<file path="src/hw/hbridge_supervisor_pkg.sv">
// shared constants and types for the h-bridge fault and sleep supervisor
package hbridge_supervisor_pkg;

  // ------------------------------------------------------------
  // timing
  // ------------------------------------------------------------
  localparam int CLOCK_PERIOD_NS = 50; // 20 MHz system clock
  localparam int OVERCURRENT_DEGLITCH_TIME_NS = 2300; // 2.3 us
  localparam int OVERCURRENT_RETRY_TIME_US = 1400; // 1.4 ms
  localparam int SLEEP_ENTRY_DELAY_NS = 1000; // plain default
  localparam int WAKE_DELAY_NS = 1000; // plain default
  localparam int DEAD_TIME_NS = 100; // plain default

  // least times round up, the retry period rounds down
  localparam int OVERCURRENT_DEGLITCH_CYCLES =
    (OVERCURRENT_DEGLITCH_TIME_NS + CLOCK_PERIOD_NS - 1) / CLOCK_PERIOD_NS;
  localparam int OVERCURRENT_RETRY_CYCLES =
    (OVERCURRENT_RETRY_TIME_US * 1000) / CLOCK_PERIOD_NS;
  localparam int SLEEP_ENTRY_CYCLES =
    (SLEEP_ENTRY_DELAY_NS + CLOCK_PERIOD_NS - 1) / CLOCK_PERIOD_NS;
  localparam int WAKE_CYCLES =
    (WAKE_DELAY_NS + CLOCK_PERIOD_NS - 1) / CLOCK_PERIOD_NS;
  localparam int DEAD_CYCLES =
    (DEAD_TIME_NS + CLOCK_PERIOD_NS - 1) / CLOCK_PERIOD_NS;

  // ------------------------------------------------------------
  // types
  // ------------------------------------------------------------
  // one half-bridge leg: its high-side and low-side fet
  typedef struct packed {
    logic high_side;
    logic low_side;
  } leg_type;

  localparam leg_type LEG_OFF = '{high_side: 1'b0, low_side: 1'b0};

  // pins sampled from outside the clock domain
  typedef struct packed {
    logic sleep_n;
    logic undervoltage;
    logic over_temp;
    leg_type [1:0][1:0] drive; // [bridge][leg]
    leg_type [1:0][1:0] limit; // [bridge][leg]
  } pin_type;

  localparam pin_type PIN_RESET = '0;

  typedef enum logic {
    OCP_RUN,
    OCP_TRIP
  } ocp_state_type;

  typedef enum logic [1:0] {
    MODE_ACTIVE,
    MODE_ENTERING,
    MODE_ASLEEP,
    MODE_WAKING
  } power_mode_type;

endpackage

</file>
<file path="src/hw/bridge_guard.sv">
// one h-bridge: overcurrent deglitch, retry and leg dead time
`timescale 1ns/10ps
module bridge_guard
  import hbridge_supervisor_pkg::*;
#(
  parameter int DEGLITCH = OVERCURRENT_DEGLITCH_CYCLES,
  parameter int RETRY = OVERCURRENT_RETRY_CYCLES,
  parameter int DEAD = DEAD_CYCLES
) (
  input wire logic clock_in,
  input wire logic reset_in, // internal reset: pin, lockout or sleep
  input wire logic enable_in, // device allows driving
  input wire leg_type [1:0] request_in, // requested fets per leg
  input wire leg_type [1:0] limit_in, // current-limit per fet
  output leg_type [1:0] gate_out, // fet gate commands
  output logic fault_out // overcurrent shutdown active
);

  // ------------------------------------------------------------
  // parameter check and widths
  // ------------------------------------------------------------
  if (DEGLITCH < 1 || RETRY < 2 || DEAD < 1) begin : bad_params
    $error("bridge_guard: counts too small");
  end

  localparam int DEG_W = $clog2(DEGLITCH + 1);
  localparam int RET_W = $clog2(RETRY + 1);
  localparam int DEAD_W = $clog2(DEAD + 1);

  // ------------------------------------------------------------
  // state
  // ------------------------------------------------------------
  typedef struct packed {
    ocp_state_type mode; // running or tripped
    logic [DEG_W-1:0] glitch; // cycles the limit has held
    logic [RET_W-1:0] retry; // cycles spent tripped
    logic fault; // shutdown flag
    leg_type [1:0] gate; // gate commands
    logic [1:0][DEAD_W-1:0] dead; // dead time left per leg
  } guard_type;

  localparam guard_type GUARD_RESET = '0;

  guard_type state;
  guard_type next_state;
  logic limit_any;

  // ------------------------------------------------------------
  // next state
  // ------------------------------------------------------------
  always_comb begin
    leg_type target;
    target = LEG_OFF;
    next_state = state;
    // high and low side limits watched alike, no sense path
    limit_any = |limit_in;
    unique case (state.mode)
      OCP_RUN: begin
        if (!limit_any) begin
          next_state.glitch = '0; // short pulses are forgotten
        end else if (state.glitch == DEG_W'(DEGLITCH)) begin
          // limit outlasted the deglitch window
          next_state.mode = OCP_TRIP;
          next_state.fault = 1'b1;
          next_state.retry = '0;
          next_state.glitch = '0;
        end else begin
          next_state.glitch = state.glitch + 1'b1;
        end
      end
      OCP_TRIP: begin
        if (state.retry == RET_W'(RETRY - 1)) begin
          // retry: drive again and release the fault
          next_state.mode = OCP_RUN;
          next_state.fault = 1'b0;
        end else begin
          next_state.retry = state.retry + 1'b1;
        end
      end
    endcase
    // per-leg gating with dead time
    for (int leg = 0; leg < 2; leg++) begin
      target = request_in[leg];
      if (target.high_side && target.low_side) begin
        target = LEG_OFF; // both sides asked: treat as off
      end
      if (!enable_in || next_state.mode == OCP_TRIP) begin
        target = LEG_OFF; // disabled or tripped: all fets off
      end
      if (state.gate[leg] != LEG_OFF && target != state.gate[leg]) begin
        // any switch-off starts the dead time
        next_state.gate[leg] = LEG_OFF;
        next_state.dead[leg] = DEAD_W'(DEAD);
      end else if (state.dead[leg] != '0) begin
        // hold both off until the dead time ends
        next_state.gate[leg] = LEG_OFF;
        next_state.dead[leg] = state.dead[leg] - 1'b1;
      end else begin
        next_state.gate[leg] = target;
      end
    end
  end

  // ------------------------------------------------------------
  // registers
  // ------------------------------------------------------------
  always_ff @(posedge clock_in) begin
    if (reset_in) begin
      state <= GUARD_RESET;
    end else begin
      state <= next_state;
    end
  end

  assign gate_out = state.gate;
  assign fault_out = state.fault;

  for (genvar l = 0; l < 2; l++) begin : leg_checks

  end
endmodule

</file>
<file path="src/hw/hbridge_fault_sleep_supervisor.sv">
// supervisor for two h-bridges: faults, lockout, sleep and fault pin
`timescale 1ns/10ps
// Contract
// held current limit trips bridge, fault low
// after retry period re-enable, release fault
// cleared overcurrent at retry end resumes normally
// overcurrent stops only its own bridge
// high and low side fets watched separately
// overcurrent ignores the chopping sense path
// over-temperature disables all fets, fault low
// thermal recovery resumes, then releases fault
// undervoltage disables everything and resets logic
// leave lockout only once supply recovered
// undervoltage never drives fault pin low
// sleep pin low holds all outputs off
// asleep only after the sleep-entry delay
// wake automatically, outputs wait wake delay
// dead time between opposite fets of leg
// asleep: logic held reset, drive ignored
// intervals are cycle counters, counts parameters
// fault pin is or of bridge, thermal faults
module hbridge_fault_sleep_supervisor
  import hbridge_supervisor_pkg::*;
#(
  parameter int DEGLITCH = OVERCURRENT_DEGLITCH_CYCLES,
  parameter int RETRY = OVERCURRENT_RETRY_CYCLES,
  parameter int SLEEP_ENTRY = SLEEP_ENTRY_CYCLES,
  parameter int WAKE = WAKE_CYCLES,
  parameter int DEAD = DEAD_CYCLES
) (
  input wire logic clock_in,
  input wire logic reset_in,
  input wire logic sleep_in_n, // low requests sleep
  input wire logic undervoltage_in, // supply below lockout level
  input wire logic over_temp_in, // die over temperature
  input wire leg_type [1:0][1:0] drive_in, // [bridge][leg] requests
  input wire leg_type [1:0][1:0] limit_in, // [bridge][leg] limits
  output leg_type [1:0][1:0] gate_out, // [bridge][leg] gates
  output logic fault_out_n, // low while any fault is reported
  output logic asleep_out // device counts as asleep
);

  // ------------------------------------------------------------
  // parameter check and widths
  // ------------------------------------------------------------
  if (SLEEP_ENTRY < 1 || WAKE < 1) begin : bad_params
    $error("supervisor: sleep or wake count too small");
  end

  localparam int DELAY_MAX = (SLEEP_ENTRY > WAKE) ? SLEEP_ENTRY : WAKE;
  localparam int DELAY_W = $clog2(DELAY_MAX + 1);

  // ------------------------------------------------------------
  // state
  // ------------------------------------------------------------
  typedef struct packed {
    pin_type pin_meta; // first synchroniser stage
    pin_type pin_sync; // second synchroniser stage
    power_mode_type mode; // sleep sequencing
    logic [DELAY_W-1:0] delay; // entry or wake cycles elapsed
    logic tsd_active; // thermal shutdown holding fets off
    logic thermal_report; // thermal fault shown on the pin
    logic fault_n; // fault pin level
    logic asleep; // asleep flag
  } super_type;

  localparam super_type SUPER_RESET = '{
    pin_meta: PIN_RESET,
    pin_sync: PIN_RESET,
    mode: MODE_ACTIVE,
    delay: '0,
    tsd_active: 1'b0,
    thermal_report: 1'b0,
    fault_n: 1'b1,
    asleep: 1'b0
  };

  super_type state;
  super_type next_state;
  pin_type pins; // raw pins gathered
  logic [1:0] ocp_fault; // per-bridge shutdown flags
  logic bridge_reset; // internal reset for the bridges
  logic bridge_enable; // bridges may follow drive

  // ------------------------------------------------------------
  // internal reset and enable
  // ------------------------------------------------------------
  always_comb begin
    pins.sleep_n = sleep_in_n;
    pins.undervoltage = undervoltage_in;
    pins.over_temp = over_temp_in;
    pins.drive = drive_in;
    pins.limit = limit_in;
    // lockout and sleep both clear all bridge state
    bridge_reset = reset_in || state.pin_sync.undervoltage ||
      state.mode == MODE_ASLEEP;
    // drive only when awake, out of wake delay, not hot
    bridge_enable = state.mode == MODE_ACTIVE && !state.tsd_active;
  end

  // ------------------------------------------------------------
  // next state
  // ------------------------------------------------------------
  always_comb begin
    next_state = state;
    next_state.pin_meta = pins;
    next_state.pin_sync = state.pin_meta;
    if (state.pin_sync.undervoltage) begin
      // lockout: all but the synchroniser back to reset, pin left high
      next_state.mode = SUPER_RESET.mode;
      next_state.delay = SUPER_RESET.delay;
      next_state.tsd_active = SUPER_RESET.tsd_active;
      next_state.thermal_report = SUPER_RESET.thermal_report;
      next_state.fault_n = SUPER_RESET.fault_n;
      next_state.asleep = SUPER_RESET.asleep;
      // leaving happens once the indication drops
    end else begin
      unique case (state.mode)
        MODE_ACTIVE: begin
          if (!state.pin_sync.sleep_n) begin
            next_state.mode = MODE_ENTERING;
            next_state.delay = '0;
          end
        end
        MODE_ENTERING: begin
          if (state.pin_sync.sleep_n) begin
            next_state.mode = MODE_WAKING; // aborted entry
            next_state.delay = '0;
          end else if (state.delay == DELAY_W'(SLEEP_ENTRY - 1)) begin
            next_state.mode = MODE_ASLEEP; // entry delay done
          end else begin
            next_state.delay = state.delay + 1'b1;
          end
        end
        MODE_ASLEEP: begin
          if (state.pin_sync.sleep_n) begin
            next_state.mode = MODE_WAKING; // automatic wake
            next_state.delay = '0;
          end
        end
        MODE_WAKING: begin
          if (!state.pin_sync.sleep_n) begin
            next_state.mode = MODE_ENTERING;
            next_state.delay = '0;
          end else if (state.delay == DELAY_W'(WAKE - 1)) begin
            next_state.mode = MODE_ACTIVE; // wake delay done
          end else begin
            next_state.delay = state.delay + 1'b1;
          end
        end
      endcase
      if (state.mode == MODE_ASLEEP) begin
        // asleep: thermal state held cleared
        next_state.tsd_active = 1'b0;
        next_state.thermal_report = 1'b0;
      end else begin
        // comparator already carries the hysteresis
        next_state.tsd_active = state.pin_sync.over_temp;
        // report clears one cycle after drive resumes
        next_state.thermal_report = state.tsd_active;
      end
      // open fault pin is the or of all reported faults
      next_state.fault_n = !(|ocp_fault || state.thermal_report);
      next_state.asleep = next_state.mode == MODE_ASLEEP;
    end
  end

  // ------------------------------------------------------------
  // registers
  // ------------------------------------------------------------
  always_ff @(posedge clock_in) begin
    if (reset_in) begin
      state <= SUPER_RESET;
    end else begin
      state <= next_state;
    end
  end

  assign fault_out_n = state.fault_n;
  assign asleep_out = state.asleep;

  // ------------------------------------------------------------
  // bridges
  // ------------------------------------------------------------
  // each bridge trips and retries on its own limits only
  for (genvar b = 0; b < 2; b++) begin : bridges
    bridge_guard #(
      .DEGLITCH(DEGLITCH),
      .RETRY(RETRY),
      .DEAD(DEAD)
    ) guard (
      .clock_in(clock_in),
      .reset_in(bridge_reset),
      .enable_in(bridge_enable),
      .request_in(state.pin_sync.drive[b]),
      .limit_in(state.pin_sync.limit[b]),
      .gate_out(gate_out[b]),
      .fault_out(ocp_fault[b])
    );
  end
endmodule

</file>
<file path="config.mk">
export PLATFORM = sky130hd
export DESIGN_NAME = hbridge_fault_sleep_supervisor
export DESIGN_NICKNAME = d
export VERILOG_FILES = /design/src/hw/hbridge_supervisor_pkg.sv /design/src/hw/bridge_guard.sv /design/src/hw/hbridge_fault_sleep_supervisor.sv
export SDC_FILE = /design/constraint.sdc
export NUM_CORES = 1
export LEC_CHECK = 0
export BUFFER_PORTS_ARGS = -buffer_cell sky130_fd_sc_hd__buf_2
export CAP_MARGIN = 15
export CELL_PAD_IN_SITES_DETAIL_PLACEMENT = 1
export CELL_PAD_IN_SITES_GLOBAL_PLACEMENT = 2
export CORE_ASPECT_RATIO = 0.5
export CORE_MARGIN = 10
export CORE_UTILIZATION = 40
export CTS_BUF_LIST = sky130_fd_sc_hd__clkbuf_4 sky130_fd_sc_hd__clkbuf_8
export DETAILED_ROUTE_END_ITERATION = 16
export GPL_TIMING_DRIVEN = 0
export HOLD_SLACK_MARGIN = 0.05
export PLACE_DENSITY = 0.8
export SYNTH_ARGS = -nofsm -noshare
export SYNTH_HDL_FRONTEND = slang
export SYNTH_HIERARCHICAL = 1
export SYNTH_SLANG_ARGS = --single-unit
</file>
<file path="constraint.sdc">
create_clock -name clock_in -period 2.3 [get_ports clock_in]
set_input_delay 0.46 -clock clock_in [delete_from_list [all_inputs] [get_ports clock_in]]
set_output_delay 0.46 -clock clock_in [all_outputs]
set_load 0.005 [all_outputs]
</file>
* Word-level counts from Yosys, hierarchy flattened
Index checks and enable logic that the tools add are counted.
** Operators by class
- Add/subtract/negate cells :: 9
- Eq/ne operators :: 23
- Reduce and logical (&&, ||, !) cells :: 48
- Bitwise logic cells :: 2
- Multiplexer cells :: 47
** Operators with widths (count)
- 2-to-1 mux 16 bit :: 4
- one-hot mux 16 bit (2 select lines) :: 2
- 2-to-1 mux 2 bit :: 18
- 2-to-1 mux 7 bit :: 5
- adder 15 x 1 -> 15 bit (second input constant) :: 2
- equality test 15 bit (second input constant) :: 2
- 2-to-1 mux 15 bit :: 2
- one-hot mux 7 bit (4 select lines) :: 1
- 2-to-1 mux 6 bit :: 4
- nonzero test 2 bit :: 12
- OR reduction 3 bit :: 5
- adder 6 x 1 -> 6 bit (second input constant) :: 2
- equality test 6 bit (second input constant) :: 2
- AND reduction 3 bit :: 4
- OR reduction 2 bit :: 6
- logical AND 1 bit :: 9
- 2-to-1 mux 1 bit :: 8
- != test 2 x 1 -> 1 bit (second input constant) :: 4
- != test 2 bit :: 4
- != test 2 bit (second input constant) :: 4
- OR reduction 4 bit :: 2
- subtractor 2 x 1 -> 2 bit (second input constant) :: 4
- equality test 2 bit (second input constant) :: 3
- != test 3 bit (second input constant) :: 2
- other kinds (10) :: 18
** Storage, ports and cells
- Output and inout bits :: 10
- Input port bits :: 21
- Register bits :: 111
- Word-level logic and storage cells :: 197

* Logic depth before layout (Yosys ltp)
Gate-level depths: netlist of run 1.
- Depth after elaboration :: 9
- Mapped depth :: 8
- Depth with buffers taken out :: 5

* Modules after synthesis
Netlist of run 1, hierarchy kept.
** Modules (own cells, without submodules)
- bridge_guard :: cells an instance 180, times used 2, area each 1554.0 um^2, sequential area each 620.6 um^2
- hbridge_fault_sleep_supervisor :: cells an instance 131, times used 1, area each 1545.2 um^2, sequential area each 980.9 um^2

* Least setup slack after synthesis of run 1
Ideal clock, no wire load.
- Kind :: register -> register
- From :: register bridges[0].guard/state[18] in the netlist's numbering
- To :: register bridges[0].guard/state[0] in the netlist's numbering
- Data arrival time :: 1881 ps
- Clock period less this slack :: 1984 ps
- Path slack :: 316 ps
- Data required time :: 2197 ps
- Stages on the path, launching flop included :: 6
- Library setup time :: 103 ps
- Buffers on the path :: 1
- Cells stage by stage :: dfxtp_1 -> or4b_4 -> o41ai_4 -> buf_6 -> o2111ai_1 -> a2111oi_2
** On the way
- Word-level cells in the longest chain between the ends :: 8
** RTL lines
- start: declaration :: RTL line bridge_guard.sv:44 : guard_type state;
- start signal: assignment :: RTL line bridge_guard.sv:111 : state <= next_state;
- equality test 15 bit :: RTL line bridge_guard.sv:72 : if (state.retry == RET_W'(RETRY - 1)) begin
- 2-to-1 mux 1 bit :: RTL line bridge_guard.sv:72
- one-hot mux 1 bit (2 select lines) :: RTL line bridge_guard.sv:57 : unique case (state.mode)
- logical OR 1 bit :: RTL line bridge_guard.sv:87 : if (!enable_in || next_state.mode == OCP_TRIP) begin
- 2-to-1 mux 2 bit :: RTL line bridge_guard.sv:87
- != test 2 bit :: RTL line bridge_guard.sv:90 : if (state.gate[leg] != LEG_OFF && target != state.gate[leg]) begin
- logical AND 1 bit :: RTL line bridge_guard.sv:90
- OR reduction 2 bit (no source line)
Every way passes these cells.
A chain may end at the register's enable or synchronous reset.

* Worst setup path after layout of run 1
- From :: register bridges[1].guard/state[18] in the netlist's numbering
- To :: register bridges[1].guard/state[2] in the netlist's numbering
** On the way
- Word-level cells in the longest chain between the ends :: 8
** RTL lines (RTL line)
- start: declaration :: bridge_guard.sv:44
- start signal: assignment :: bridge_guard.sv:111
- equality test 15 bit :: bridge_guard.sv:72
- 2-to-1 mux 1 bit :: bridge_guard.sv:72
- one-hot mux 1 bit (2 select lines) :: bridge_guard.sv:57
- logical OR 1 bit :: bridge_guard.sv:87
- 2-to-1 mux 2 bit :: bridge_guard.sv:87
- != test 2 bit :: bridge_guard.sv:90
- logical AND 1 bit :: bridge_guard.sv:90
- OR reduction 2 bit (no source line)
Every way passes these cells.

==> qor.yml, run 1 <==
status: "finished clean"
min_from: "over_temp_in"
crit_type: "reg -> reg"
postCtsHoldBufs: 0
wl_per_cell_um: 14.8
arrival_ps: 2470
area_delta_synth_final_pct: 12.3
reg2reg_setup_slack_ps: 120
rsz0062_at_grt: "no"
grt_pass1_wl_um: 17700
synth_edf_count: 0
synth_flop_cell: "dfxtp_1"
use_met2: 0.221
clk_pin_slew_ps: 120
startpoint_type: "flop"
drv_slew: 0
ctsHtreeMaxLevel: 3
worst_hold_path_type: "in -> reg"
power_density_nw_per_um2: 656
vdd_drop_max_uv: 273
gr-total-overflow: 0
power.leakage_nw: 1.86
grt_pass1_vias: 3747
antenna_found_initial: 0
gr-usage-met1: 0.157
fin_ws_ps: 122
io_pins: 31
end_kind: "flop"
first_pass_iters: 4
tightestPinTransition_ps: 830
yosysSeqAreaShare: 0.478
cts_tree: "done"
clock_path_buffers: 2
vias: 3702
grt.total_usage: 0.128
total_power_mw: 3.43
cts_sinks: 111
finalNetCount: 560
synthArstFlopShare: 0
synth_area_um2: 4650
ant_nets: 0
rr_endpoint: "bridges[1].guard/state[2]"
drc: 0
vias_per_cell: 5.32
grt_max_degree: 21
synth_nets: 519
fp.dieW_um: 173
r2r_cells: 5
slew_headroom: 0.442
clock_latency_ps: 390
period_minus_slack_ps: 2180
die_h_um: 96.3
postCtsSetupRepairBufs: 0
core_area_um2: 11200
numCtsBuffers: 9
r2r-start: "bridges[1].guard/state[18]"
wl_um: 10300
synth_area_per_cell_um2: 9.48
fmax_mhz: 459
die-area_um2: 16600
hold_path_end: "next_state[27]"
min_path_cells: 2
io_buffers: 30
critPathRequiredTime_ps: 2590
antenna_cells: 0
post-route-period-util: 0.947
grtUsageMet3: 0.0324
final_core_util: 0.467
busiest_layer: "met2"
place_ws_ps: -175
synth_cell_types: 51
initial_core_util: 0.416
maxCapViolations: 0
final_layout_size_suffix_gt1_frac: 0.181
finalSetupViolCount: 0
crit_fanout: 10
globalplace.congestion: 0.747
ys_warn_count: 6
dpl.hpwl_um: 7660
drtIter0Drc: 145
hold_violations: 0
num_rows: 27
fin_skew_ps: 15.4
syn_inst: 491
cts.root.buffer_cell: "clkbuf_8"
synth-seq-cells: 111
-- worst max-delay path by stage --
stage	cells after the start	end	start
floorplan	5	bridges[0].guard/state[0]	bridges[0].guard/state[18]
global placement	8	bridges[0].guard/state[21]	reset_in
detailed placement	8	bridges[1].guard/state[20]	reset_in
CTS	8	bridges[1].guard/state[20]	state[9]
global route	5	bridges[0].guard/gate_out[1]	bridges[0].guard/state[18]
finish	5	bridges[1].guard/state[2]	bridges[1].guard/state[18]
-- Yosys cell counts, types with 14 or more instances --
library cell | count | area (um^2)
dfxtp_1 | 111 | 2220
or3_1 | 16 | 100
nand4_1 | 14 | 87.6
nand2_1 | 17 | 63.8
inv_1 | 24 | 90.1
nor2_1 | 22 | 82.6
a21oi_1 | 32 | 160
o31ai_1 | 15 | 113
and2b_2 | 16 | 140
clkbuf_1 | 16 | 60.1
o21ai_0 | 23 | 115
nand3_1 | 20 | 100
nor2b_1 | 22 | 138
-- sequential cells by signal (all words and copies together), names as in the netlist --
register / count
bridges.guard/state: 52
fault_out_n: 1
next_state: 19
state: 28
bridges.guard/gate_out: 8
bridges.guard/fault_out: 2
asleep_out: 1
-- through the flow --
step / std cells / hold WS (ps) / cell area, um^2 / TNS [ps]
floorplan: 491 / 388 / 4650 / 0
global placement: 680 / 401 / 5000 / -1770
detailed placement: 680 / 423 / 5000 / -2630
CTS: 696 / 252 / 5220 / 0
global route: 696 / 260 / 5230 / 0
finish: 696 / 273 / 5230 / 0
-- cell usage in the layout (no fill, tap or decap), types with 8 or more instances in the layout --
cell	instances
o31ai_1	15
or3_1	16
nor4_1	11
nand3b_1	8
nand3_1	20
dfxtp_1	111
nand2_1	17
o21ai_0	23
clkbuf_8	9
nor2b_1	22
buf_2	34
and2b_2	16
buf_4	8
and3_1	8
nor2_1	22
inv_1	24
clkbuf_1	13
nand4_1	14
a21oi_1	32
nand2b_1	11
or4_1	12
-- layer usage --
layer	routed length [um]	part of all wire
met4	96	0.0094
met1	5080	0.49
met2	4800	0.47
met3	286	0.028
met5	0	0
-- worst max-delay path, cell delays in order, from the launching register on --
cell and delay [ps]:
dfxtp_1 370, or4b_4 570, o41ai_4 390, buf_6 190, o2111ai_1 160, a2111oi_2 410
-- layout make-up --
cell class | count | area (um^2)
tap | 159 | 199
buffer | 33 | 188
multi-input combinational | 323 | 2170
sequential | 111 | 2220
clock buffer | 9 | 124
timing repair buffer | 30 | 150
fill | 1308 | 5950
clock inverter | 7 | 88.8
inverter | 24 | 90.1
-- logic make-up after synthesis --
group	synth area share
compound gates	0.177
mux	0.00323
buf+inv	0.0584
xor+xnor	0.0110
fa+ha+maj	0.0188
simple gates	0.254
flops	0.478
-- repair_timing --
action,4_1_cts,5_1_grt
pin swaps,0,3
cloned,0,0
setup endpoints to repair,20,23
resized for setup,2,5
-- where the power goes --
group,internal (mW),switching (mW),leakage [nW]
logic,0.0839,0.122,0.850
clock network,0.527,0.711,0.104
registers,1.97,0.0206,0.904
Power figures use the tool's default switching activity.
==> run 2: changes to the inputs <==
==> constraint.sdc (replaced) <==
create_clock -name clock_in -period 2.2 [get_ports clock_in]
set_input_delay 0.44 -clock clock_in [delete_from_list [all_inputs] [get_ports clock_in]]
set_output_delay 0.44 -clock clock_in [all_outputs]
set_load 0.005 [all_outputs]
==> run 2 against run 1 <==
Design area rose by 0.53%. Worst hold slack got worse by 20 ps. Via count barely moved. Register-to-register slack barely moved. Critical path depth rose by 1. Global-route usage did not move. Power rose by 4.5%. Wire length rose by 0.77%. Final cell count rose by 0.29%.
==> qor.yml, run 2 (synthesis results as in run 1) <==
drc: 0
wl_per_cell_um: 14.8
clock_path_buffers: 2
n_fill_cell: 1301
dpl.hpwl_um: 7660
maxCapViolations: 0
final_common_cell: "dfxtp_1"
die_h_um: 96.3
antenna_found_initial: 0
clk_pin_slew_ps: 120
initial_core_util: 0.416
grt_max_degree: 21
final_cell_mix: "dfxtp_1, buf_2, a21oi_1"
fin_ws_ps: 136
wl_um: 10300
cts.root.buffer_cell: "clkbuf_8"
crit_fanout: 10
gr-total-overflow: 0
rsz0062_at_grt: "no"
place_ws_ps: -255
fmax_mhz: 484
finalNetCount: 562
post-route-period-util: 0.938
final_layout_size_suffix_gt1_frac: 0.193
status: "finished clean"
num_rows: 27
grt_pass1_vias: 3748
io_pins: 31
path_cells: "clkbuf_1 -> o41ai_4 -> buf_6 -> buf_4 -> or4_1 -> a21oi_1"
grt.total_usage: 0.128
hold_violations: 0
tns_ps: 0
postCtsHoldBufs: 0
slew_headroom: 0.427
vdd_drop_max_uv: 284
drv_slew: 0
worst-path-buf-inv: 3
largest_register: "bridges.guard/state"
area_delta_synth_final_pct: 12.9
total_power_mw: 3.59
fp.dieW_um: 173
core_area_um2: 11200
vias_per_cell: 5.30
tightestPinTransition_ps: 854
cts_tree: "done"
slowest_stage: "or4_1"
crit_family: "buffers and inverters"
period_minus_slack_ps: 2060
antenna_cells: 0
ant_nets: 0
end_kind: "flop"
drtIter0Drc: 152
fin_skew_ps: 16.3
grt_pass1_wl_um: 17700
io_buffers: 30
clock_latency_ps: 390
ctsHtreeMaxLevel: 3
startpoint_type: "flop"
worst_hold_path_type: "in -> reg"
arrival_ps: 2370
first_pass_iters: 4
power.leakage_nw: 1.87
crit_type: "reg -> reg"
vias: 3701
finalSetupViolCount: 0
numCtsBuffers: 9
globalplace.congestion: 0.747
power_density_nw_per_um2: 682
max_stage_delay_ps: 500
critPathRequiredTime_ps: 2500
largest_reg_flops: 52
die-area_um2: 16600
cts_sinks: 111
[run 2: cell count changes in the layout (fill, tap and decap cells not counted)]
cell / before / now
buf_2: 34 / 36
buf_4: 8 / 10
clkbuf_1: 13 / 12
clkbuf_2: 5 / 4
dfxtp_1: 111 / 109
dfxtp_2: 0 / 2
nor2_1: 22 / 21
nor2_2: 0 / 1
nor4_1: 11 / 10
nor4_2: 1 / 2
[run 2: layout make-up]
cell class	instances	area (um^2)	area share
plain buffers	33	189	0.0360
clock buffers	9	124	0.0236
inverters	24	90.1	0.0171
flip-flops and latches	111	2220	0.423
well taps	159	199	0.0379
repair buffers	32	165	0.0314
clock inverters	7	88.8	0.0169
multi-input cells	323	2170	0.414
[run 2: final timing paths]
path / start / to / slack [ps] / cells past startpoint
setup / recovery: bridges[1].guard/state[30] / bridges[1].guard/state[20] / 140 / 6
hold / removal: over_temp_in / next_state[27] / 250 / 2
setup reg to reg: bridges[1].guard/state[30] / bridges[1].guard/state[20] / 140 / 6
hold reg to reg: state[2] / fault_out_n / 430 / 1
[run 2: routing by layer]
layer  GRT usage  wire length (um)  vias to the layer above
met5           0                 0                        -
met1       0.157              5080                     1783
met3      0.0324               260                       10
li1            -                 -                     1878
met2       0.221              4900                       30
met4      0.0345                98                        0
[run 2: metrics by stage]
stage               area [um^2]  hold slack [ps]  cells   util
global placement           5000              401    680  0.447
floorplan                  4650              388    491      -
detailed placement         5000              423    680  0.447
finish                     5260              253    698  0.470
CTS                        5220              232    696  0.467
global route               5260              240    698  0.470
[run 2: repair_timing]
action | in CTS | in global routing
endpoints found under the hold margin | 0 | 0
gates resized for setup | 4 | 9
endpoints found under the setup margin | 22 | 24
pin swaps | 2 | 6
setup buffers | 0 | 2
cloned | 0 | 0
[run 2: where the power goes]
group | switching (mW) | total (mW) | internal [mW]
combinational | 0.128 | 0.217 | 0.0888
clock | 0.742 | 1.29 | 0.550
sequential | 0.0223 | 2.08 | 2.05
total | 0.892 | 3.59 | 2.69
